==> config.mk <==
export PLATFORM = sky130hd
export DESIGN_NAME = lcdacd_top
export DESIGN_NICKNAME = d
export VERILOG_FILES = /design/src/shared/lcdacd_pkg.sv /design/src/rtl/lcdacd_blink.sv /design/src/rtl/lcdacd_top.sv
export SDC_FILE = /design/constraint.sdc
export NUM_CORES = 1
export LEC_CHECK = 0
export ABC_AREA = 1
export BUFFER_PORTS_ARGS = -buffer_cell sky130_fd_sc_hd__buf_4
export CAP_MARGIN = 10
export CORE_MARGIN = 4
export CORE_UTILIZATION = 60
export DETAILED_ROUTE_END_ITERATION = 6
export PLACE_DENSITY = 0.9
export SYNTH_ARGS = -nofsm -noshare
export SYNTH_HDL_FRONTEND = slang
export SYNTH_SLANG_ARGS = --single-unit
==> constraint.sdc <==
create_clock -name clk -period 2.5 [get_ports clk]
set_input_delay 0.25 -clock clk [delete_from_list [all_inputs] [get_ports clk]]
set_output_delay 0.25 -clock clk [all_outputs]
set_load 0.03 [all_outputs]
==> src/shared/lcdacd_pkg.sv <==
package lcdacd_pkg;

    ////////////////////////////////////////////////////////////////////////
    // command codes, all written with cmd_data_select low
    localparam logic [7:0] CMD_IND_OFF = 8'hAC;
    localparam logic [7:0] CMD_IND_ON = 8'hAD;
    localparam logic [7:0] CMD_STANDBY = 8'hA8;
    localparam logic [7:0] CMD_SLEEP = 8'hA9;
    localparam logic [7:0] CMD_PS_EXIT = 8'hE1;
    localparam logic [7:0] CMD_NLINE_OFF = 8'hE4;
    localparam logic [7:0] CMD_OSC_ON = 8'hAB;
    localparam logic [7:0] CMD_NOP = 8'hE3;
    localparam logic [7:0] CMD_RESET = 8'hE2;
    localparam logic [3:0] CMD_NLINE_HI = 4'h3;

    ////////////////////////////////////////////////////////////////////////
    // field positions
    localparam int IND_ONOFF_BIT = 0;
    localparam int PS_SEL_BIT = 0;
    localparam int IND_CODE_LSB = 0;
    localparam int IND_CODE_W = 2;
    localparam int NLINE_LSB = 0;
    localparam int NLINE_W = 4;

    ////////////////////////////////////////////////////////////////////////
    // indicator codes and reset values
    localparam logic [1:0] IND_CODE_OFF = 2'h0;
    localparam logic [1:0] IND_CODE_FAST = 2'h1;
    localparam logic [1:0] IND_CODE_SLOW = 2'h2;
    localparam logic [1:0] IND_CODE_STEADY = 2'h3;
    localparam logic [1:0] IND_CODE_RST = 2'h0;
    localparam logic [3:0] NLINE_RST = 4'h0;

    ////////////////////////////////////////////////////////////////////////
    // blink timing, in milliseconds of display clock time
    localparam int BLINK_FAST_MS = 500;
    localparam int BLINK_SLOW_MS = 1000;
    localparam int MS_PER_S = 1000;

    ////////////////////////////////////////////////////////////////////////
    // types
    typedef enum logic [1:0] {PS_RUN, PS_STANDBY, PS_SLEEP} lcdacd_ps_e;

    typedef struct packed {
        logic stb;
        logic cmd_data_select;
        logic rd_active;
        logic [7:0] data;
    } lcdacd_wr_s;

    typedef struct packed {
        logic osc_run;
        logic supply_en;
        logic dyn_drive_en;
        logic outputs_at_vdd;
        logic static_drive_en;
        logic blanking_out;
    } lcdacd_pwr_s;

endpackage

==> src/rtl/lcdacd_blink.sv <==
`timescale 1ns/10ps
module lcdacd_blink
    import lcdacd_pkg::*;
#(
    parameter int FAST_TICKS = 1024,
    parameter int SLOW_TICKS = 2048,
    parameter int CNT_W = 12
)(
    // clock and reset
    input wire logic clk,
    input wire logic srst,
    input wire logic ce,
    // display clock tick and mode
    input wire logic tick,
    input wire logic [1:0] code,
    // blink phase, high when lit
    output logic phase
);

    logic [CNT_W-1:0] cnt_r, cnt_nxt;
    logic phase_r, phase_nxt;
    logic [CNT_W-1:0] limit;

    ////////////////////////////////////////////////////////////////////////
    // interval counter, toggles phase at each interval end
    always_comb
    begin
        limit = (code == IND_CODE_SLOW) ? CNT_W'(SLOW_TICKS - 1) : CNT_W'(FAST_TICKS - 1);
        cnt_nxt = cnt_r;
        phase_nxt = phase_r;
        if (code == IND_CODE_OFF || code == IND_CODE_STEADY)
        begin
            cnt_nxt = '0;
            phase_nxt = 1'b1; // restart lit on next blink code
        end
        else if (tick)
        begin
            if (cnt_r >= limit)
            begin
                cnt_nxt = '0;
                phase_nxt = ~phase_r;
            end
            else
            begin
                cnt_nxt = cnt_r + CNT_W'(1);
            end
        end
    end

    always_ff @(posedge clk)
    begin
        if (srst)
        begin
            cnt_r <= '0;
            phase_r <= 1'b1;
        end
        else if (ce)
        begin
            cnt_r <= cnt_nxt;
            phase_r <= phase_nxt;
        end
    end

    assign phase = phase_r;

endmodule // lcdacd_blink

==> src/rtl/lcdacd_top.sv <==
`timescale 1ns/10ps
module lcdacd_top
    import lcdacd_pkg::*;
#(
    parameter int DISP_TICK_HZ = 2048,
    parameter int FAST_TICKS = DISP_TICK_HZ * BLINK_FAST_MS / MS_PER_S,
    parameter int SLOW_TICKS = DISP_TICK_HZ * BLINK_SLOW_MS / MS_PER_S,
    parameter int CNT_W = 16
)(
    // clock, reset, enable
    input wire logic clk,
    input wire logic srst,
    input wire logic ce,
    // host parallel port write
    input wire lcdacd_wr_s host_wr,
    // configuration pins
    input wire logic master_select,
    input wire logic internal_osc_select,
    // display clock tick from the oscillator path
    input wire logic disp_tick,
    // power and drive controls
    output lcdacd_pwr_s pwr,
    // static indicator electrodes
    output logic indicator_drive,
    output logic indicator_drive_b,
    // reversal drive and state
    output logic nline_active,
    output logic [3:0] nline_count,
    output logic [1:0] indicator_code,
    output logic cmd_refused
);

    ////////////////////////////////////////////////////////////////////////
    // command classes; a byte taken during the lockout is always a register set
    typedef enum logic [3:0] {
        KIND_NONE,
        KIND_REG_SET,
        KIND_IND_SWITCH,
        KIND_POWER_SAVE,
        KIND_PS_EXIT,
        KIND_NLINE_SET,
        KIND_NLINE_OFF,
        KIND_OSC_ON,
        KIND_RESET,
        KIND_IGNORED
    } lcdacd_kind_e;

    ////////////////////////////////////////////////////////////////////////
    // state
    logic ind_on_r, ind_on_nxt;
    logic ind_lock_r, ind_lock_nxt;
    logic [1:0] ind_code_r, ind_code_nxt;
    lcdacd_ps_e ps_r, ps_nxt;
    logic nline_mode_r, nline_mode_nxt;
    logic [3:0] nline_cnt_r, nline_cnt_nxt;
    logic osc_on_r, osc_on_nxt;
    logic refused_r, refused_nxt;
    logic sync_ph_r, sync_ph_nxt;

    lcdacd_pwr_s pwr_r, pwr_nxt;
    logic ind_drv_r, ind_drv_nxt;
    logic ind_drv_b_r, ind_drv_b_nxt;
    logic nline_act_r, nline_act_nxt;

    logic cmd_wr;
    logic [7:0] cmd;
    logic blink_ph;
    logic osc_running;
    logic lit;
    lcdacd_kind_e cmd_kind;

    ////////////////////////////////////////////////////////////////////////
    // command write qualifier
    assign cmd = host_wr.data;
    assign cmd_wr = host_wr.stb && !host_wr.cmd_data_select && !host_wr.rd_active;

    // oscillator stops only in sleep
    assign osc_running = osc_on_r && (ps_r != PS_SLEEP);

    ////////////////////////////////////////////////////////////////////////
    // sort each taken byte; the lockout swallows whatever comes next
    always_comb
    begin
        cmd_kind = KIND_NONE;
        if (cmd_wr && ind_lock_r)
        begin
            cmd_kind = KIND_REG_SET;
        end
        else if (cmd_wr)
        begin
            if (cmd == CMD_IND_OFF || cmd == CMD_IND_ON)
            begin
                cmd_kind = KIND_IND_SWITCH;
            end
            else if (cmd == CMD_STANDBY || cmd == CMD_SLEEP)
            begin
                cmd_kind = KIND_POWER_SAVE;
            end
            else if (cmd == CMD_PS_EXIT)
            begin
                cmd_kind = KIND_PS_EXIT;
            end
            else if (cmd[7:4] == CMD_NLINE_HI)
            begin
                cmd_kind = KIND_NLINE_SET;
            end
            else if (cmd == CMD_NLINE_OFF)
            begin
                cmd_kind = KIND_NLINE_OFF;
            end
            else if (cmd == CMD_OSC_ON)
            begin
                cmd_kind = KIND_OSC_ON;
            end
            else if (cmd == CMD_RESET)
            begin
                cmd_kind = KIND_RESET;
            end
            else
            begin
                cmd_kind = KIND_IGNORED; // no-operation and foreign codes
            end
        end
    end

    ////////////////////////////////////////////////////////////////////////
    // apply the sorted command to the stored state
    always_comb
    begin
        ind_on_nxt = ind_on_r;
        ind_lock_nxt = ind_lock_r;
        ind_code_nxt = ind_code_r;
        ps_nxt = ps_r;
        nline_mode_nxt = nline_mode_r;
        nline_cnt_nxt = nline_cnt_r;
        osc_on_nxt = osc_on_r;
        refused_nxt = 1'b0;
        unique case (cmd_kind)
            KIND_REG_SET:
            begin
                ind_code_nxt = cmd[IND_CODE_LSB +: IND_CODE_W];
                ind_lock_nxt = 1'b0;
            end
            KIND_IND_SWITCH:
            begin
                ind_on_nxt = cmd[IND_ONOFF_BIT];
                ind_lock_nxt = cmd[IND_ONOFF_BIT];
            end
            KIND_POWER_SAVE:
            begin
                ps_nxt = cmd[PS_SEL_BIT] ? PS_SLEEP : PS_STANDBY;
            end
            KIND_PS_EXIT:
            begin
                ps_nxt = PS_RUN;
            end
            KIND_NLINE_SET:
            begin
                nline_cnt_nxt = cmd[NLINE_LSB +: NLINE_W];
                nline_mode_nxt = 1'b1;
            end
            KIND_NLINE_OFF:
            begin
                nline_mode_nxt = 1'b0;
            end
            KIND_OSC_ON:
            begin
                if (master_select && internal_osc_select)
                begin
                    osc_on_nxt = 1'b1;
                end
                else
                begin
                    refused_nxt = 1'b1;
                end
            end
            KIND_RESET:
            begin
                ind_on_nxt = 1'b0;
                ind_code_nxt = IND_CODE_RST;
            end
            KIND_NONE, KIND_IGNORED:
            begin
                // idle cycle, no-operation or foreign code: nothing changes except refused_nxt returning low
            end
        endcase
    end

    always_ff @(posedge clk)
    begin
        if (srst)
        begin
            ind_on_r <= 1'b0;
            ind_lock_r <= 1'b0;
            ind_code_r <= IND_CODE_RST;
            ps_r <= PS_RUN;
            nline_mode_r <= 1'b0;
            nline_cnt_r <= NLINE_RST;
            osc_on_r <= 1'b0;
            refused_r <= 1'b0;
        end
        else if (ce)
        begin
            ind_on_r <= ind_on_nxt;
            ind_lock_r <= ind_lock_nxt;
            ind_code_r <= ind_code_nxt;
            ps_r <= ps_nxt;
            nline_mode_r <= nline_mode_nxt;
            nline_cnt_r <= nline_cnt_nxt;
            osc_on_r <= osc_on_nxt;
            refused_r <= refused_nxt;
        end
    end

    ////////////////////////////////////////////////////////////////////////
    // blink timer on the display clock
    lcdacd_blink #(
        .FAST_TICKS(FAST_TICKS),
        .SLOW_TICKS(SLOW_TICKS),
        .CNT_W(CNT_W)
    ) u_blink (
        .clk(clk),
        .srst(srst),
        .ce(ce),
        .tick(disp_tick && osc_running),
        .code(ind_on_r ? ind_code_r : IND_CODE_OFF),
        .phase(blink_ph)
    );

    // indicator lit from indicator state only
    always_comb
    begin
        unique case (ind_code_r)
            IND_CODE_OFF: lit = 1'b0;
            IND_CODE_STEADY: lit = ind_on_r;
            IND_CODE_FAST, IND_CODE_SLOW: lit = ind_on_r && blink_ph;
        endcase
    end

    ////////////////////////////////////////////////////////////////////////
    // registered outputs
    always_comb
    begin
        sync_ph_nxt = (disp_tick && osc_running) ? ~sync_ph_r : sync_ph_r;
        pwr_nxt.osc_run = osc_running;
        pwr_nxt.supply_en = (ps_r == PS_RUN);
        pwr_nxt.dyn_drive_en = (ps_r == PS_RUN);
        pwr_nxt.outputs_at_vdd = (ps_r != PS_RUN);
        pwr_nxt.static_drive_en = (ps_r != PS_SLEEP);
        pwr_nxt.blanking_out = (ps_r == PS_RUN);
        if (ps_r == PS_SLEEP)
        begin
            ind_drv_nxt = 1'b0;
            ind_drv_b_nxt = 1'b0;
        end
        else
        begin
            ind_drv_nxt = sync_ph_r;
            ind_drv_b_nxt = lit ? ~sync_ph_r : sync_ph_r;
        end
        nline_act_nxt = nline_mode_r && (nline_cnt_r != NLINE_RST) && (ps_r == PS_RUN);
    end

    always_ff @(posedge clk)
    begin
        if (srst)
        begin
            sync_ph_r <= 1'b0;
            pwr_r <= '{osc_run: 1'b0, supply_en: 1'b1, dyn_drive_en: 1'b1,
                       outputs_at_vdd: 1'b0, static_drive_en: 1'b1, blanking_out: 1'b1};
            ind_drv_r <= 1'b0;
            ind_drv_b_r <= 1'b0;
            nline_act_r <= 1'b0;
        end
        else if (ce)
        begin
            sync_ph_r <= sync_ph_nxt;
            pwr_r <= pwr_nxt;
            ind_drv_r <= ind_drv_nxt;
            ind_drv_b_r <= ind_drv_b_nxt;
            nline_act_r <= nline_act_nxt;
        end
    end

    ////////////////////////////////////////////////////////////////////////
    // output mapping
    assign pwr = pwr_r;
    assign indicator_drive = ind_drv_r;
    assign indicator_drive_b = ind_drv_b_r;
    assign nline_active = nline_act_r;
    assign nline_count = nline_cnt_r;
    assign indicator_code = ind_code_r;
    assign cmd_refused = refused_r;

endmodule // lcdacd_top

==> results of run 1 <==
-- layout make-up --
class,count,share of cell area
well taps,44,0.0235
clock inverters,1,0.0128
inverters,45,0.0722
repair buffers,32,0.103
multi-input cells,200,0.444
flip-flops and latches,38,0.325
clock buffers,7,0.0193
-- path summary, 6_finish.rpt --
kind | start | end | slack (ns)
worst max-delay path | indicator_code[0] | u_blink.cnt_r[7] | 0.56
worst min-delay path | master_select | osc_on_r | 0.19
worst max register to register | indicator_code[0] | u_blink.cnt_r[7] | 0.56
worst min register to register | u_blink.cnt_r[15] | u_blink.cnt_r[15] | 0.45
-- registers in the layout, indices dropped and copies added, names as in the netlist --
name               count
osc_on_r               1
nline_mode_r           1
sync_ph_r              1
nline_active           1
u_blink.phase          1
ind_lock_r             1
ind_on_r               1
indicator_drive        1
cmd_refused            1
indicator_code         2
u_blink.cnt_r         16
pwr                    4
indicator_drive_b      1
nline_count            4
ps_r                   2
-- through the flow --
| stage | power [mW] | setup WS (ns) |
|---|---|---|
| floorplan | 0.705 | 0.537 |
| global placement | 0.744 | 0.645 |
| detailed placement | 0.747 | 0.571 |
| CTS | 1.15 | 0.558 |
| global route | 1.19 | 0.344 |
| finish | 1.14 | 0.563 |
-- worst reg2reg max path, cell delays in order, from the launching register on --
cell     delay, ns
dfxtp_1       0.41
nand2_1       0.08
ha_1          0.31
inv_1         0.08
a21oi_4       0.29
nand4_2       0.16
nor2_2        0.20
nand2_1       0.10
nor2_1        0.09
nor2_1        0.04
o21a_1        0.10
-- cells by family after synthesis --
kind of cell | share of synthesized area
adder cells (fa/ha/maj) | 0.0311
flip-flops | 0.378
XOR/XNOR | 0.00435
buffers and inverters | 0.107
AO/OA/AOI/OAI | 0.118
AND/OR/NAND/NOR | 0.362
-- power groups by stage --
stage | clock network, mW | logic [mW] | registers (mW)
global route | 0.438 | 0.128 | 0.620
detailed placement | 0 | 0.114 | 0.632
finish | 0.407 | 0.116 | 0.618
global placement | 0 | 0.113 | 0.632
CTS | 0.413 | 0.116 | 0.618
floorplan | 0 | 0.0670 | 0.638
-- routing by layer --
metal / routed length (µm) / up-vias / GRT usage
met5: 0 / - / 0
met4: 40 / 0 / 0.0635
met3: 155 / 6 / 0.0425
met2: 1870 / 32 / 0.327
met1: 2030 / 828 / 0.281
li1: - / 994 / -
-- placed cells by master, fill, tap and decap left out, types with 2 or more instances in the layout --
master and n:
a211oi_1 2, a21oi_1 25, buf_4 32, clkbuf_1 2, clkbuf_4 5, dfxtp_1 38, ha_1 5, inv_1 39
inv_2 6, nand2_1 65, nand2_2 6, nand3_1 15, nand3_2 3, nand4_1 6, nand4_2 2, nor2_1 35
nor2_2 3, nor3_1 11, o21a_1 3, o21ai_0 3, o21ai_1 4
==> reports/results.tsv, run 1 <==
metric	value	unit
yosysMostFrequentCell	nand2_1	
initial_utilization	0.644	
worstPathCellList	nand2_1 -> ha_1 -> inv_1 -> a21oi_4 -> nand4_2 -> nor2_2 -> nand2_1 -> nor2_1 -> nor2_1 -> o21a_1	
area_growth	16.1	%
hold_slack	0.194	ns
first_pass_iters	4	
die_h	65.9	µm
post-route-util	0.748	
ir_drop	0.447	mV
critPathSlowestCell	dfxtp_1	
async_flop_share	0	
antenna_found_initial	0	
finClkSkew	0.0119	ns
min_delay_path_depth	3	
cts.repair.resized	0	
critPathArrivalTime	2.18	ns
grt_pass1_wl	6950	µm
p_sw_frac	0.240	
io_buffers	32	
routedWlPerCell	11.1	µm
dp.cells	359	
drive_gt1_frac	0.204	
nets	344	
clock-sinks	38	
rr_worst_depth	10	
cts_buffers	5	
synthesis.area	2010	µm²
cp.depth	10	
critPathTopFamily	simple AND/OR/NAND/NOR gates	
cts_max_level	2	
hold_buffers	0	
postSynthAreaPerCell	6.92	µm²
die_x	65.9	µm
cp_max_fo	10	
max_freq	516	MHz
cp_num_buf_inv	1	
multiInputGateArea	1040	µm²
grt_max_degree	18	
netlist_instances	291	
path_class	reg -> reg	
finalSetupViolations	0	
io_pins	33	
overflow	0	
synth_cell_types	34	
cpPeakStageDelay	0.41	ns
p_comb_frac	0.101	
row_count	20	
antenna_cells	0	
ys_top_cells_by_area	dfxtp_1 38%, nand2_1 12%, inv_1 7.3%, nor2_1 6.5%, a21oi_1 6.2%	
final_antenna_net_count	0	
synth_common_cells	65 x nand2_1, 39 x inv_1, 38 x dfxtp_1	
status	completed	
syn_nets	313	
min_period_over_period	0.775	
cts.reportedPaths.clkPinSlew	0.11	ns
synth_flop_cell	dfxtp_1	
p_int	0.867	mW
ys_ff_latch	38	
drv_cap	0	
gp_congestion	0.883	
core_area	3130	µm²
drt-total-wl	4090	µm
stdcell_count	367	
design_area	2340	µm²
fillers	258	
route.detailed.vias_per_inst	5.07	
drv_slew	0	
vias	1860	
synth_top_cell_area_share	0.378	
synth_edf_count	0	
grt_pass1_vias	1604	
drcViolationCount	0	
p_leak	1.06	nW
seq_power_share	0.542	
cp_data_required_time	2.74	ns
first_iter_violations	84	
hold_viol	0	
ys_seq_area_frac	0.378	
dp_hpwl	3120	µm
power.share.clock	0.357	
clk_path_buf_depth	2	
ff_latch_area	761	µm²
setup_tns	0	ns
post_dp_cell_area	2260	µm²
worst_slew_pin_slew	0.400	ns
startpoint_type	flip-flop	
relSlewSlack	0.732	
synth_top_area_cell	dfxtp_1	
end_kind	flip-flop	
rsz0062_at_grt	no	
track_usage	0.206	
dieArea	4350	µm²
cts_root_buf	clkbuf_4	
yosys_warnings	0	
cts_setup_buffers	0	
min_path_type	in -> reg	
power.density	488	nW/µm²
switchingPower	0.274	mW
insertion_delay	0.34	ns
cts_tree	built	
fin_crit	1.94	ns
Note: power is estimated with default switching activity, not from simulation.
==> run 2: changes to the inputs <==
Settings changed: CORE_UTILIZATION 60 to 50, PLACE_DENSITY 0.9 to 0.81.
Clock period 2.5 ns to 1.76 ns, I/O delays scaled along.
==> run 2 against run 1 <==
  * The flow now finishes with violations (setup timing)
  * Via count rose by 8.1%
  * Clock skew fell by 0.0064 ns
  * Final area rose by 11%
  * Die area rose by 17%
  * Combinational power rose by 64%
  * Sequential share of layout area fell by 2.8 points
  * Core utilization fell by 5.8 points
  * Register-to-register slack got worse by 0.57 ns
  * Non-clock buffer count rose by 15
  * Critical endpoint is now u_blink.cnt_r[8]
==> reports/results.tsv, run 2 (synthesized netlist as in run 1, its figures left out) <==
metric	value	unit	change
hold_buffers	0		unchanged
cp_num_buf_inv	2		was 1
routedWlPerCell	12.4	µm	was 11.1 µm
critPathTopFamily	simple AND/OR/NAND/NOR gates		unchanged
top_register	u_blink.cnt_r		unchanged
cp_data_required_time	1.94	ns	was 2.74 ns
clock-sinks	38		unchanged
io_pins	33		unchanged
hold-path-endpoint	nline_count[3]		was osc_on_r
fin_crit	1.77	ns	was 1.94 ns
dieArea	5110	µm²	was 4350 µm²
cts.reportedPaths.clkPinSlew	0.08	ns	was 0.11 ns
cts_max_level	2		unchanged
reg2reg_slack	-0.01	ns	was 0.56 ns
critPathArrivalTime	1.95	ns	was 2.18 ns
worst_slack	-0.0104	ns	was 0.563 ns
core_area	3770	µm²	was 3130 µm²
drcViolationCount	0		unchanged
cp_common_cell	nand2_2		
worstPathCellList	nand2_2 -> inv_2 -> ha_4 -> inv_1 -> ha_1 -> nor4_4 -> o21ai_2 -> nand2_2 -> nand2_4 -> a211oi_1		was nand2_1 -> ha_1 -> inv_1 -> a21oi_4 -> nand4_2 -> nor2_2 -> nand2_1 -> nor2_1 -> nor2_1 -> o21a_1
drv_slew	0		unchanged
row_count	22		was 20
cts_root_buf	clkbuf_8		was clkbuf_4
hp-start	host_wr[3]		was master_select
finClkSkew	0.00548	ns	was 0.0119 ns
end_kind	flip-flop		unchanged
route.detailed.vias_per_inst	5.20		was 5.07
path_class	reg -> reg		unchanged
clk_path_buf_depth	2		unchanged
first_pass_iters	4		unchanged
dp_hpwl	3190	µm	was 3120 µm
final_antenna_net_count	0		unchanged
rr_worst_depth	10		unchanged
hold_viol	0		unchanged
antenna_cells	0		unchanged
fillers	297		was 258
ir_drop	0.388	mV	was 0.447 mV
cts_buffers	5		unchanged
initial_utilization	0.534		was 0.644
startpoint_type	flip-flop		unchanged
grt_pass1_vias	1750		was 1,604
die_x	71.5	µm	was 65.9 µm
grt_pass1_wl	7340	µm	was 6950 µm
finalSetupViolations	2		was 0
cpPeakStageDelay	0.36	ns	was 0.41 ns
io_buffers	32		unchanged
status	finished, violations left		was completed
min_period_over_period	1.01		was 0.775
min_delay_path_depth	3		unchanged
grt_max_degree	18		unchanged
drive_gt1_frac	0.313		was 0.204
die_h	71.5	µm	was 65.9 µm
r2r_start	ind_on_r		was indicator_code[0]
insertion_delay	0.29	ns	was 0.34 ns
layout_commonest_cell	nand2_1		unchanged
power.density	650	nW/µm²	was 488 nW/µm²
cp_max_fo	6		was 10
overflow	0		unchanged
drt-total-wl	4790	µm	was 4090 µm
p_leak	1.17	nW	was 1.06 nW
final_cell_mix	59 x nand2_1, 47 x buf_4, 37 x inv_1		was 65 x nand2_1, 39 x inv_1, 38 x dfxtp_1
min_path_type	in -> reg		unchanged
place_ws	-0.111	ns	was 0.571 ns
failed_checks	setup timing		
timing.rr.end	u_blink.cnt_r[8]		was u_blink.cnt_r[7]
antenna_found_initial	0		unchanged
relSlewSlack	0.647		was 0.732
largest_reg_flops	16		unchanged
cts_tree	built		unchanged
vias	2011		was 1,860
first_iter_violations	147		was 84
track_usage	0.176		was 0.206
area_growth	29.1	%	was 16.1%
drv_cap	0		unchanged
nets	360		was 344
worst_slew_pin_slew	0.525	ns	was 0.400 ns
gp_congestion	0.830		was 0.883
critPathSlowestCell	dfxtp_2		was dfxtp_1
max_freq	565	MHz	was 516 MHz
hold_slack	0.172	ns	was 0.194 ns
run 2: cell count changes in the layout (fill, tap and decap cells not counted), moves of 3 or more:
cell      delta
dfxtp_1      -6
nand2_1      -6
nand2_2      +5
dfxtp_2      +4
clkbuf_8     +6
nor2_4       +3
clkbuf_4     -5
buf_4       +15
run 2: how the worst max path moves through the flow:
| stage | startpoint | endpoint | slack [ns] | cells past startpoint |
|---|---|---|---|---|
| global placement | ind_on_r | u_blink.cnt_r[4] | 0.03 | 11 |
| finish | ind_on_r | u_blink.cnt_r[8] | -0.01 | 10 |
| floorplan | indicator_code[1] | u_blink.cnt_r[5] | -0.01 | 12 |
| detailed placement | ind_on_r | u_blink.cnt_r[4] | -0.11 | 11 |
| CTS | indicator_code[1] | u_blink.cnt_r[7] | 0.05 | 11 |
| global route | ind_on_r | u_blink.cnt_r[8] | -0.09 | 10 |
run 2: metal layers:
metal  GRT usage  routed length (µm)  up-vias
li1            -                   -     1030
met5           0                   0        -
met1       0.224                2110      889
met2       0.276                2230       72
met4      0.0793                 171        0
met3      0.0491                 277       20
run 2: cell type report:
cell class | instances | area (µm²) | area share
clock buffer | 6 | 82.6 | 0.0317
clock inverter | 2 | 11.3 | 0.00433
inverter | 45 | 169 | 0.0649
multi-input combinational | 201 | 1150 | 0.443
sequential | 38 | 773 | 0.297
tap | 48 | 60.1 | 0.0231
timing repair buffer | 47 | 353 | 0.136
run 2: report_power, final:
group / switching [mW] / total, mW / internal, mW
clock network: 0.308 / 0.624 / 0.316
registers: 0.00833 / 0.876 / 0.868
logic: 0.114 / 0.190 / 0.0758
run 2: metrics by stage:
step / std cells / total power [mW] / utilization / area (µm²) / setup TNS, ns
detailed placement: 373 / 1.07 / 0.623 / 2350 / -0.551
CTS: 382 / 1.69 / 0.655 / 2470 / 0
finish: 387 / 1.69 / 0.690 / 2600 / -0.0172
global route: 387 / 1.76 / 0.690 / 2600 / -0.479
floorplan: 291 / 0.999 / - / 2020 / -0.0105
global placement: 373 / 1.07 / 0.623 / 2350 / 0
run 2: tightest hold or removal path, delay by kind of cell:
family	cells	cell delay [ns]
buf+inv	1	0.09
compound gates	2	0.16
run 2: timing repair:
| item | 4_1_cts | 5_1_grt |
|---|---|---|
| gates resized for setup | 3 | 25 |
| endpoints found under the hold margin | 0 | 0 |
| pin swaps | 2 | 12 |
| buffers inserted | 1 | 4 |
| cloned | 0 | 1 |
| endpoints found under the setup margin | 10 | 12 |
